$ cat config.mk
export PLATFORM = sky130hd
export DESIGN_NAME = sfptc_top
export DESIGN_NICKNAME = d
export VERILOG_FILES = /design/src/sfptc_pkg.sv /design/src/sfptc_mem.sv /design/src/sfptc_top.sv
export SDC_FILE = /design/constraint.sdc
export NUM_CORES = 2
export LEC_CHECK = 0
export BUFFER_PORTS_ARGS = -buffer_cell sky130_fd_sc_hd__buf_4
export CORE_AREA = 2 2 700 493
export DETAILED_ROUTE_END_ITERATION = 7
export DIE_AREA = 0 0 702 495
export SYNTH_ARGS = -nofsm -noshare
export SYNTH_HDL_FRONTEND = slang
export SYNTH_SLANG_ARGS = --single-unit
$ cat constraint.sdc
create_clock -name clk -period 10.2 [get_ports clk]
set_input_delay 0.51 -clock clk [delete_from_list [all_inputs] [get_ports clk]]
set_output_delay 0.51 -clock clk [all_outputs]
set_load 0.01 [all_outputs]
$ cat src/sfptc_pkg.sv
package sfptc_pkg;
    // ------------------------------------------------------------
    // Two-wire addressing
    // ------------------------------------------------------------
    localparam logic [6:0] DEV_IDENT     = 7'h50;     // Byte address 0xA0 >> 1
    localparam logic [6:0] DEV_DIAG      = 7'h51;     // Byte address 0xA2 >> 1
    localparam logic [7:0] OFF_STATCTL   = 8'h6e;     // transmitter_status_control
    localparam logic [7:0] OFF_RATECTL   = 8'h76;     // Software transmit rate byte
    localparam logic [7:0] OFF_MON_FIRST = 8'h60;     // First live monitor byte
    localparam logic [7:0] OFF_MON_LAST  = 8'h69;     // Last live monitor byte
    localparam logic [6:0] MON_TOP_BIT   = 7'h4f;     // Top bit of the monitor vector
    localparam logic [3:0] BITS_BYTE     = 4'h8;      // Bits before an acknowledge
    // ------------------------------------------------------------
    // Bit positions inside transmitter_status_control
    // ------------------------------------------------------------
    localparam int B_TXOFF_STATE = 7;
    localparam int B_SOFT_OFF    = 6;
    localparam int B_RTX_PIN     = 5;
    localparam int B_RRX_PIN     = 4;
    localparam int B_SOFT_RRX    = 3;
    localparam int B_FAULT       = 2;
    localparam int B_LOS         = 1;
    localparam int B_SOFT_RTX    = 3;                 // Within OFF_RATECTL
    // ------------------------------------------------------------
    // Pin synchroniser order and reset values
    // ------------------------------------------------------------
    localparam int P_SCL   = 0;
    localparam int P_SDA   = 1;
    localparam int P_TXOFF = 2;
    localparam int P_LOS   = 3;
    localparam int P_FAULT = 4;
    localparam int P_RTX   = 5;
    localparam int P_RRX   = 6;
    localparam int NPINS   = 7;
    localparam logic [6:0] SYNC_RST = 7'h07;          // Bus idle high, transmit-off high
    // ------------------------------------------------------------
    // Two-wire slave states
    // ------------------------------------------------------------
    typedef enum logic [8:0] {
        ST_IDLE = 9'h001,
        ST_DEV  = 9'h002,
        ST_ACKD = 9'h004,
        ST_ADDR = 9'h008,
        ST_ACKA = 9'h010,
        ST_WR   = 9'h020,
        ST_ACKW = 9'h040,
        ST_RD   = 9'h080,
        ST_MACK = 9'h100
    } sfptc_state_t;
endpackage

$ cat src/sfptc_mem.sv
`timescale 1ns/10ps
// ------------------------------------------------------------
// Byte memory for both pages, registered read
// ------------------------------------------------------------
module sfptc_mem (
    // Clock
    input  wire logic       clk,
    input  wire logic       ce,
    // Write side
    input  wire logic       we,
    input  wire logic [8:0] waddr,
    input  wire logic [7:0] wdata,
    // Read side
    input  wire logic [8:0] raddr,
    output logic      [7:0] rdata
);
    logic [7:0] mem [0:511];

    // Write and registered read
    always_ff @(posedge clk) begin
        if (ce) begin
            if (we) begin
                mem[waddr] <= wdata;
            end
            rdata <= mem[raddr];
        end
    end
endmodule

$ cat src/sfptc_top.sv
`timescale 1ns/10ps
// How it works
// - Transmitter is off while the transmit-off pin is high, on while low unless soft disable or a latched fault holds it off.
// - Transmit-off pin left undriven means transmitter off.
// - Host may set soft disable in status-control bit 6; device obeys it.
// - Status-control bit 7 shows the transmit-off pin state.
// - Transmitter off when soft disable or transmit-off pin is set.
// - Laser fault raises the fault output and turns off the laser.
// - Fault output low when healthy, released high on fault, open collector.
// - Fault stays latched until transmit-off toggles or power cycles.
// - Status-control bit 2 mirrors the fault state.
// - Cycling transmit-off restarts fault handling after a fault.
// - Device address 0xA0 answers with a 256-byte identification page.
// - Device address 0xA2 answers with a separate 256-byte diagnostic page.
// - Diagnostic page shows live bias, power, supply, temperature, receive power.
// - Each direction's rate set by pin or software; set means gigabit.
// - Receive loss output high on lost light, mirrored in status-control bit 1.
module sfptc_top
    import sfptc_pkg::*;
(
    // Clock and reset
    input  wire logic        clk,
    input  wire logic        rst,
    input  wire logic        ce,
    // Control pins from the host
    input  wire logic        tx_off_pin,
    input  wire logic        rate_tx_pin,
    input  wire logic        rate_rx_pin,
    // Optics status from the analog front end
    input  wire logic        laser_fault_det,
    input  wire logic        los_det,
    // Live monitor values
    input  wire logic [15:0] mon_temp,
    input  wire logic [15:0] mon_vcc,
    input  wire logic [15:0] mon_bias,
    input  wire logic [15:0] mon_txpwr,
    input  wire logic [15:0] mon_rxpwr,
    // Two-wire management bus
    input  wire logic        scl_i,
    input  wire logic        sda_i,
    output logic             sda_o,
    output logic             sda_oe_n,
    // Status and control outputs
    output logic             tx_fault_o,
    output logic             tx_fault_oe_n,
    output logic             laser_off,
    output logic             receive_signal_lost,
    output logic             rate_tx_gig,
    output logic             rate_rx_gig
);
    // ------------------------------------------------------------
    // Pin synchronisers
    // ------------------------------------------------------------
    logic [NPINS-1:0] s1_r, s2_r, s3_r;
    logic             scl_rise, scl_fall, start, stop, txoff_rise;

    // Two stages for every pin, a third for edge detection
    always_ff @(posedge clk) begin
        if (rst) begin
            s1_r <= SYNC_RST;                         // Undriven pin reads as off
            s2_r <= SYNC_RST;
            s3_r <= SYNC_RST;
        end else if (ce) begin
            s1_r <= {rate_rx_pin, rate_tx_pin, laser_fault_det, los_det,
                     tx_off_pin, sda_i, scl_i};
            s2_r <= s1_r;
            s3_r <= s2_r;
        end
    end

    // Bus conditions and pin edges
    assign scl_rise   = s2_r[P_SCL] & ~s3_r[P_SCL];
    assign scl_fall   = ~s2_r[P_SCL] & s3_r[P_SCL];
    assign start      = s2_r[P_SCL] & s3_r[P_SCL] & ~s2_r[P_SDA] & s3_r[P_SDA];
    assign stop       = s2_r[P_SCL] & s3_r[P_SCL] & s2_r[P_SDA] & ~s3_r[P_SDA];
    assign txoff_rise = s2_r[P_TXOFF] & ~s3_r[P_TXOFF];

    // ------------------------------------------------------------
    // Control state and two-wire slave
    // ------------------------------------------------------------
    sfptc_state_t st_r, st_nxt;
    logic [7:0]   sh_r, sh_nxt, ptr_r, ptr_nxt, rd_byte, mem_rdata;
    logic [3:0]   cnt_r, cnt_nxt;
    logic         dsel_r, dsel_nxt, rw_r, rw_nxt, oe_n_r, oe_n_nxt;
    logic         soft_off_r, soft_off_nxt, soft_rrx_r, soft_rrx_nxt;
    logic         soft_rtx_r, soft_rtx_nxt, fault_r, fault_nxt, we;
    logic         off_r, off_nxt, los_r, los_nxt, rtx_r, rtx_nxt, rrx_r, rrx_nxt;
    logic [79:0]  mon_all;
    logic [3:0]   mon_idx;
    logic         is_mon;

    // Live bytes overlay the memory on the diagnostic page
    assign mon_all = {mon_temp, mon_vcc, mon_bias, mon_txpwr, mon_rxpwr};
    assign mon_idx = 4'(ptr_r - OFF_MON_FIRST);
    assign is_mon  = (ptr_r >= OFF_MON_FIRST) && (ptr_r <= OFF_MON_LAST);

    // Byte presented to the reader
    always_comb begin
        rd_byte = mem_rdata;                          // Memory byte, either page
        if (dsel_r) begin
            if (ptr_r == OFF_STATCTL) begin
                rd_byte = {s2_r[P_TXOFF], soft_off_r, s2_r[P_RTX], s2_r[P_RRX],
                           soft_rrx_r, fault_r, s2_r[P_LOS], 1'b0};
            end else if (ptr_r == OFF_RATECTL) begin
                rd_byte = {4'h0, soft_rtx_r, 3'h0};
            end else if (is_mon) begin
                rd_byte = mon_all[(MON_TOP_BIT - {mon_idx, 3'h0}) -: 8];
            end
        end
    end

    // Next state of slave and control bits
    always_comb begin
        st_nxt       = st_r;
        sh_nxt       = sh_r;
        cnt_nxt      = cnt_r;
        ptr_nxt      = ptr_r;
        dsel_nxt     = dsel_r;
        rw_nxt       = rw_r;
        oe_n_nxt     = oe_n_r;
        soft_off_nxt = soft_off_r;
        soft_rrx_nxt = soft_rrx_r;
        soft_rtx_nxt = soft_rtx_r;
        we           = 1'b0;
        if (stop) begin
            st_nxt   = ST_IDLE;
            oe_n_nxt = 1'b1;
        end else if (start) begin
            st_nxt   = ST_DEV;
            cnt_nxt  = 4'h0;
            oe_n_nxt = 1'b1;
        end else begin
            case (st_r)
                ST_DEV, ST_ADDR, ST_WR: begin
                    if (scl_rise) begin
                        sh_nxt  = {sh_r[6:0], s2_r[P_SDA]};
                        cnt_nxt = cnt_r + 4'h1;
                    end else if (scl_fall && cnt_r == BITS_BYTE) begin
                        oe_n_nxt = 1'b0;
                        if (st_r == ST_DEV) begin
                            if (sh_r[7:1] == DEV_IDENT || sh_r[7:1] == DEV_DIAG) begin
                                dsel_nxt = sh_r[1];   // Page select
                                rw_nxt   = sh_r[0];
                                st_nxt   = ST_ACKD;
                            end else begin
                                oe_n_nxt = 1'b1;      // Not ours, stay silent
                                st_nxt   = ST_IDLE;
                            end
                        end else if (st_r == ST_ADDR) begin
                            ptr_nxt = sh_r;
                            st_nxt  = ST_ACKA;
                        end else begin
                            st_nxt  = ST_ACKW;
                            ptr_nxt = ptr_r + 8'h01;
                            if (dsel_r && ptr_r == OFF_STATCTL) begin
                                soft_off_nxt = sh_r[B_SOFT_OFF];
                                soft_rrx_nxt = sh_r[B_SOFT_RRX];
                            end else if (dsel_r && ptr_r == OFF_RATECTL) begin
                                soft_rtx_nxt = sh_r[B_SOFT_RTX];
                            end else if (!(dsel_r && is_mon)) begin
                                we = 1'b1;
                            end
                        end
                    end
                end
                ST_ACKD, ST_ACKA, ST_ACKW, ST_MACK: begin
                    if (st_r == ST_MACK && scl_rise) begin
                        cnt_nxt = 4'h0;
                        if (s2_r[P_SDA]) begin
                            st_nxt = ST_IDLE;         // Master ended the read
                        end
                    end else if (scl_fall) begin
                        cnt_nxt  = 4'h0;
                        oe_n_nxt = 1'b1;
                        if ((st_r == ST_ACKD && rw_r) || st_r == ST_MACK) begin
                            sh_nxt   = rd_byte;
                            oe_n_nxt = rd_byte[7];
                            ptr_nxt  = ptr_r + 8'h01;
                            st_nxt   = ST_RD;
                        end else if (st_r == ST_ACKD) begin
                            st_nxt = ST_ADDR;
                        end else begin
                            st_nxt = ST_WR;
                        end
                    end
                end
                ST_RD: begin
                    if (scl_rise) begin
                        cnt_nxt = cnt_r + 4'h1;
                    end else if (scl_fall) begin
                        if (cnt_r == BITS_BYTE) begin
                            oe_n_nxt = 1'b1;
                            st_nxt   = ST_MACK;
                        end else begin
                            sh_nxt   = {sh_r[6:0], 1'b0};
                            oe_n_nxt = sh_r[6];
                        end
                    end
                end
                default: begin
                    st_nxt = ST_IDLE;
                end
            endcase
        end
    end

    // Fault latch, transmitter disable, loss and rate outputs
    always_comb begin
        fault_nxt = s2_r[P_FAULT] | (fault_r & ~txoff_rise); // Set wins
        off_nxt   = s2_r[P_TXOFF] | soft_off_r | fault_r;
        los_nxt   = s2_r[P_LOS];
        rtx_nxt   = s2_r[P_RTX] | soft_rtx_r;                // Pin or software
        rrx_nxt   = s2_r[P_RRX] | soft_rrx_r;
    end

    // Register all control state
    always_ff @(posedge clk) begin
        if (rst) begin
            st_r       <= ST_IDLE;
            sh_r       <= 8'h00;
            cnt_r      <= 4'h0;
            ptr_r      <= 8'h00;
            dsel_r     <= 1'b0;
            rw_r       <= 1'b0;
            oe_n_r     <= 1'b1;
            soft_off_r <= 1'b0;
            soft_rrx_r <= 1'b0;
            soft_rtx_r <= 1'b0;
            fault_r    <= 1'b0;                       // Power cycle clears
            off_r      <= 1'b1;
            los_r      <= 1'b0;
            rtx_r      <= 1'b0;
            rrx_r      <= 1'b0;
        end else if (ce) begin
            st_r       <= st_nxt;
            sh_r       <= sh_nxt;
            cnt_r      <= cnt_nxt;
            ptr_r      <= ptr_nxt;
            dsel_r     <= dsel_nxt;
            rw_r       <= rw_nxt;
            oe_n_r     <= oe_n_nxt;
            soft_off_r <= soft_off_nxt;
            soft_rrx_r <= soft_rrx_nxt;
            soft_rtx_r <= soft_rtx_nxt;
            fault_r    <= fault_nxt;
            off_r      <= off_nxt;
            los_r      <= los_nxt;
            rtx_r      <= rtx_nxt;
            rrx_r      <= rrx_nxt;
        end
    end

    // Both pages in one memory, page bit on top
    sfptc_mem u_mem (
        .clk   (clk),
        .ce    (ce),
        .we    (we),
        .waddr ({dsel_r, ptr_r}),
        .wdata (sh_r),
        .raddr ({dsel_r, ptr_r}),
        .rdata (mem_rdata)
    );
    // Outputs
    assign sda_o               = 1'b0;
    assign sda_oe_n            = oe_n_r;
    assign tx_fault_o          = 1'b0;
    assign tx_fault_oe_n       = fault_r;             // Released high on fault
    assign laser_off           = off_r;
    assign receive_signal_lost = los_r;
    assign rate_tx_gig         = rtx_r;
    assign rate_rx_gig         = rrx_r;

    // ------------------------------------------------------------
    // Checks
    // ------------------------------------------------------------
    a_pin_disables: assert property (@(posedge clk) disable iff (rst)
        (ce && s2_r[P_TXOFF]) |=> laser_off) else $error("pin high but laser on");
    a_soft_disables: assert property (@(posedge clk) disable iff (rst)
        (ce && soft_off_r) |=> laser_off) else $error("soft disable ignored");
    a_or_enable: assert property (@(posedge clk) disable iff (rst)
        (ce && !s2_r[P_TXOFF] && !soft_off_r && !fault_r) |=> !laser_off)
        else $error("laser off without cause");
    a_fault_sets: assert property (@(posedge clk) disable iff (rst)
        (ce && s2_r[P_FAULT]) |=> ##1 (tx_fault_oe_n && laser_off))
        else $error("fault not reported");
    a_fault_holds: assert property (@(posedge clk) disable iff (rst)
        (ce && fault_r && !txoff_rise) |=> fault_r) else $error("fault dropped");
    a_fault_clears: assert property (@(posedge clk) disable iff (rst)
        (ce && txoff_rise && !s2_r[P_FAULT]) |=> !fault_r)
        else $error("toggle did not clear fault");
    a_soft_reset: assert property (@(posedge clk)
        $fell(rst) |-> !soft_off_r) else $error("soft disable set after reset");
    a_los_follow: assert property (@(posedge clk) disable iff (rst)
        (ce && s2_r[P_LOS]) |=> receive_signal_lost) else $error("loss not shown");
    a_rate_tx: assert property (@(posedge clk) disable iff (rst)
        (ce && soft_rtx_r) |=> rate_tx_gig) else $error("soft rate ignored");
    a_ack_release: assert property (@(posedge clk) disable iff (rst)
        (st_r == ST_IDLE) |-> sda_oe_n) else $error("bus driven while idle");
endmodule

Word-level counts from Yosys, hierarchy flattened
Memory sizes are Yosys's and may differ from the RTL's. A register that Yosys moved wholly into a read port is not among the register bits.
Cells that the tools add are included.
- register bits after elaboration: 57
- latch bits: 0
- RAM bits: 4096
- bits in read-only memories: 0
- word-level logic and storage cells: 177
- memories kept: 1
- memory list (memory ; words ; width ; rd ports ; clocked after Yosys merged registers in ; wr ports ; RTL line ; text):
    u_mem.mem ; 512 ; 8 ; 1 ; 1 ; 1 ; sfptc_mem.sv:17 ; logic [7:0] mem [0:511];
- add/subtract/negate cells: 4
- multiply operators: 0
- div/mod/pow operators: 0
- magnitude comparators: 2
- equal/unequal tests: 34
- shift operators: 1
- mux-type cells: 67
- bitwise logic cells: 26
- reductions and logical operators: 24
- operators by type and width (operator ; number):
    $mux 8 ; 19
    $mux 9 ; 11
    $shiftx 87x8->8 ; 1
    $ne 4x4->1 const B ; 8
    $pmux 9 s3 ; 1
    $mux 1 ; 25
    $pmux 8 s3 ; 1
    $reduce_and 8->1 ; 3
    $ne 2x2->1 const B ; 10
    $reduce_and 10->1 ; 2
    $eq 8x7->1 const B ; 2
    $mux 4 ; 4
    $pmux 8 s2 ; 1
    $eq 7x7->1 const B ; 2
    $not 1->1 ; 12
    $reduce_and 11->1 ; 1
    $ne 5x5->1 const B ; 2
    $and 1x1->1 ; 9
    $eq 9x2->1 const B ; 1
    $eq 9x3->1 const B ; 1
    $eq 9x4->1 const B ; 1
    $eq 9x5->1 const B ; 1
    $eq 9x6->1 const B ; 1
    $eq 9x7->1 const B ; 1
    25 further kinds ; 38

Longest topological paths before layout
- depth in word-level cells: 16
- depth in mapped cells: 18
- depth with buffers taken out: 9

Hierarchy
A second synthesis with hierarchy kept.
- cell total of the unflattened synthesis: 8547
- area total of the unflattened synthesis: 164480.2 µm²
- by module, submodules not included (module ; instances ; cells an instance ; area an instance (µm²) ; seq. area each (µm²)):
    sfptc_mem ; 1 ; 8021 ; 160268.7 ; 123238.2
    sfptc_top ; 1 ; 526 ; 4211.5 ; 1141.1

Least setup slack after synthesis
OpenSTA, ideal clock, no wires.
- path type: reg2reg
- start: reg sh_r[7]
- end: reg dsel_r
- library setup time: 92 ps
- data arrival time: 8286 ps
- required time: 10108 ps
- path slack: 1822 ps
- cell stages (with the launch flop): 7
- period minus slack after synthesis: 8378 ps
- path through: dfxtp_1 -> nor4b_1 -> nand3b_1 -> nor3_1 -> nor2b_1 -> mux2i_1 -> nor2_1
- cells in the longest elaborated chain, start to end: 3
- elaborated cells on any way between the ends: 4
- classes of those cells: eq/ne: 2; reduce/logical: 2
- ends and longest elaborated chain (what ; RTL line ; text):
    from (decl) ; sfptc_top.sv:82 ; logic [7:0] sh_r, sh_nxt, ptr_r, ptr_nxt, rd_byte, mem_rdata;
    from (signal assigned) ; sfptc_top.sv:236 ; sh_r <= sh_nxt;
    $eq 7x7->1 ; sfptc_top.sv:141 ; if (sh_r[7:1] == DEV_IDENT || sh_r[7:1] == DEV_DIAG) begin
    $logic_or 1x1->1 * ; sfptc_top.sv:141 ;
    $reduce_and 8->1 (no line) * ; -- ;
    to (signal assigned) ; sfptc_top.sv:239 ; dsel_r <= dsel_nxt;
    to (decl) ; sfptc_top.sv:84 ; logic dsel_r, dsel_nxt, rw_r, rw_nxt, oe_n_r, oe_n_nxt;
Mark *: on every way between the ends. The rest lies on a longest branch, timed or not.
A chain may end at the register's enable or synchronous reset.

Worst setup path in the final report
- start: reg ptr_r[0]
- end: mem u_mem.mem[364][7] (enable)
- cells in the longest elaborated chain, start to end: 16
- elaborated cells on any way between the ends: 21
- classes of those cells: order compare: 2; eq/ne: 2; mux: 13; reduce/logical: 4
- ends and longest elaborated chain (what ; RTL line ; text):
    from (decl) ; sfptc_top.sv:82 ;
    from (signal assigned) ; sfptc_top.sv:238 ; ptr_r <= ptr_nxt;
    $ge 8x7->1 or $le 8x7->1 (tied branches) ; sfptc_top.sv:95 ; assign is_mon = (ptr_r >= OFF_MON_FIRST) && (ptr_r <= OFF_MON_LAST);
    $logic_and 1x1->1 ; sfptc_top.sv:95 ;
    $logic_and 1x1->1 ; sfptc_top.sv:160 ; end else if (!(dsel_r && is_mon)) begin
    $mux 1 ; sfptc_top.sv:160 ;
    $mux 1 ; sfptc_top.sv:158 ; end else if (dsel_r && ptr_r == OFF_RATECTL) begin
    $mux 1 ; sfptc_top.sv:155 ; if (dsel_r && ptr_r == OFF_STATCTL) begin
    $mux 1 ; sfptc_top.sv:149 ; end else if (st_r == ST_ADDR) begin
    $mux 1 ; sfptc_top.sv:140 ; if (st_r == ST_DEV) begin
    $mux 1 ; sfptc_top.sv:138 ; end else if (scl_fall && cnt_r == BITS_BYTE) begin
    $mux 1 ; sfptc_top.sv:135 ; if (scl_rise) begin
    $mux 1 ; sfptc_top.sv:133 ; case (st_r)
    $mux 1 ; sfptc_top.sv:128 ; end else if (start) begin
    $mux 1 ; sfptc_top.sv:125 ; if (stop) begin
    $mux 1 ; sfptc_mem.sv:22 ; if (we) begin
    $mux 1 ; sfptc_mem.sv:21 ; if (ce) begin
    $mux 1 (not written as such) ; sfptc_mem.sv:23 ; mem[waddr] <= wdata;
    to (decl) ; sfptc_mem.sv:17 ;
Parallel ways exist; a longest one is shown, timed or not.

==> impl_metrics.ini <==
[run_status]
outcome = complete, but fails checks
violations = max-capacitance violations, max-slew violations

[yosys]
synth_common_cells = edfxtp_1, mux4_2, nor2_1, mux2i_1, clkbuf_1
ys_types = 85
muxShareOfSynthArea_pct = 17.13
synth_xor_area_share_pct = 0.02684
synth_fa_ha_area_share_pct = 0.06134
synth_top_family_by_area = multiplexers
yosys.area.top_type = edfxtp_1
synth_seq_cells = 4161
async_reset_ff_share_pct = 0
synth-edff-count = 4104
ys_warn_count = 0
synth.most_common_cell = edfxtp_1
synth-simple-area-share_pct = 2.720
synth_compound_area_share_pct = 2.264
avgSynthCellArea_um2 = 21.37
synth-main-ff-cell = edfxtp_1
synthTopCellsByArea = edfxtp_1, mux4_2, mux2i_1
netlist_instances = 7635
synth.top_cell.area_share_pct = 75.53
synth_area_um2 = 163200
ys_seq_area_share_pct = 76.23

[clocking]
numClockSinks = 4161
ctsResizeCount = 0
htree_levels = 5
clkTransAtPathRegs_ns = 0.06
clock_path_buffers = 4
cts_tree = done
clock_latency_ns = 0.94
cts_buffers = 387
root_buffer = clkbuf_16

[timing]
rsz0062_at_grt = false
clock_skew_ns = 0.05806
setup_viol_count_final = 0
tightest_slew_ns = 1.684
slew_viol_final = 2
final.setup.worst_slack_ns = 3.608
max_freq_ghz = 0.1517
fin_crit_sh_pct = 64.63
timing.slew.headroom_pct = -13.04
post-route-min-period_ns = 6.592
fin_setup_tns_ns = 0
hold_viol_final = 0

[finish]
final_util_pct = 53.45
drive_above_1_share_pct = 24.63
nets = 8047
fillers = 26010
fin_area_um2 = 182500
synthToLayoutAreaGrowth_pct = 11.84

[drt]
wl_mm = 470.7
wl_met2_mm = 201.1
viasPerCell = 6.482
drc = 0
drt_pass1_iterations = 6
num_vias = 83230
top_layer_used = met5
drt_iter0_drc = 13020
wl_met1_mm = 193.4
wire_per_inst_um = 36.66
postRouteAntennaNets = 0
routed-wl-met3_mm = 60.22

[die]
die_h_um = 495
dieWidth_um = 702
die_area_um2 = 347500
coreArea_um2 = 341400
row_count = 180
initial_core_util_pct = 47.79
ios = 98

[global_routing]
grt_start_max_net_pins = 205
grt_pass1_vias = 80040
antenna_found_initial = 36
grt_pass1_wl_mm = 650.1
grt_overflow_total = 0
track_usage_pct = 26.87

[place]
post-place-ws_ns = 3.712
dpl.hpwl_mm = 285.0
gp_congestion = 0.9128
port_buffers = 95
placed_cell_area_um2 = 169600

[power_and_ir_drop]
leakagePower_nw = 62.15
power_density_nw_per_um2 = 182.8
peakVddDrop_mv = 0.1482

[flow_run]
maxCapViolCount = 1

[worst_hold_path]
hold_path.class = in -> reg

[worst_setup_path]
worstPathMaxFanout = 34
worst_setup_path_end_kind = flop
cp.required_ns = 10.74
cp.arrival_ns = 7.13
path_class = reg -> reg
startpoint_type = flop
cell usage in the layout, fill, tap and decap left out, drive strengths merged, types with 18 or more instances in the layout:
master    count
a211oi       30
a21oi        86
a221oi       20
a22oi        94
a31oi        36
and3         23
buf         292
bufinv       48
clkbuf      469
clkinv      160
clkinvlp     22
conb         98
dfxtp        57
diode        22
edfxtp     4104
inv          20
mux2         40
mux2i       297
mux4       1086
nand2       167
nand2b       18
nand3        92
nor2        586
nor2b        25
nor3         40
o211ai       24
o21ai        73
o22ai        29
registers in the layout, summed over array words and instances, names as in the netlist:
signal	flops
u_mem.mem	4096
st_r	9
ptr_r	8
sh_r	8
u_mem.rdata	8
s1_r	7
s2_r	7
cnt_r	4
s3_r	3
dsel_r	1
laser_off	1
rate_rx_gig	1
rate_tx_gig	1
receive_signal_lost	1
rw_r	1
sda_oe_n	1
soft_off_r	1
soft_rrx_r	1
soft_rtx_r	1
tx_fault_oe_n	1
critical path, cell delays in order, from the launching register on:
cell	delay [ns]
dfxtp_4	0.73
inv_4	0.31
ha_1	0.55
nand3_2	0.17
buf_4	0.47
nor3_1	0.29
nor4_2	0.42
o21a_2	0.20
buf_4	0.76
nand3_2	1.00
nor2_1	1.21
cell families after synthesis:
logic type / Yosys count
xor+xnor: 5
fa+ha+maj: 8
mux: 1423
flops: 4161
simple gates: 1023
buf+inv: 487
compound gates: 527
other cells: 1
layout make-up:
| cell class | instances | area [um2] | share of cell area (%) |
|---|---|---|---|
| Antenna cell | 22 | 55.05 | 0.03017 |
| Clock buffer | 469 | 10230 | 5.609 |
| Clock inverter | 238 | 2495 | 1.367 |
| Inverter | 12 | 47.55 | 0.02605 |
| Multi-Input combinational cell | 3084 | 36900 | 20.22 |
| Sequential cell | 4161 | 124400 | 68.19 |
| Tap cell | 4550 | 5693 | 3.120 |
| Timing Repair Buffer | 303 | 2625 | 1.438 |
report_power, final:
| group | internal, mW | leakage (nW) | switching (mW) |
|---|---|---|---|
| sequential | 18.5 | 45.7 | 0.0112 |
| combinational | 0.0428 | 10.2 | 0.0373 |
| clock | 8.38 | 6.18 | 6.40 |
| total | 26.9 | 62.1 | 6.45 |
per-stage QoR:
step                      power [mW]  instances  hold slack [ns]
after floorplan                18.91       7732           0.4320
after global placement         18.95      12090           0.4440
after detailed placement       18.95      12100           0.4530
after CTS                      33.49      12820           0.1400
after global routing           34.15      12820           0.1735
final                          33.36      12840           0.2068
routing by layer:
metal,GRT usage (%),vias up
met3,8.655,771
met1,40.55,44640
met2,37.35,5161
met5,0,-
met4,8.286,30
li1,-,32630
final timing paths:
path                         startpoint                          end  slack [ns]  cells past startpoint
setup / recovery  ptr_r[0]$_SDFFE_PP0P_  u_mem.mem[364][7]$_DFFE_PP_        3.61                     10
hold / removal                       ce     u_mem.rdata[3]$_DFFE_PP_        0.21                      1
setup reg to reg  ptr_r[0]$_SDFFE_PP0P_  u_mem.mem[364][7]$_DFFE_PP_        3.61                     10
hold reg to reg    s3_r[2]$_SDFFE_PP1P_         s3_r[2]$_SDFFE_PP1P_        0.47                      2
repair_timing:
action | in CTS | in global routing
endpoints found under the hold margin | 26 | 0
hold buffers | 11 | 0
buffers inserted | 0 | 0
(Power assumes the default switching activity.)
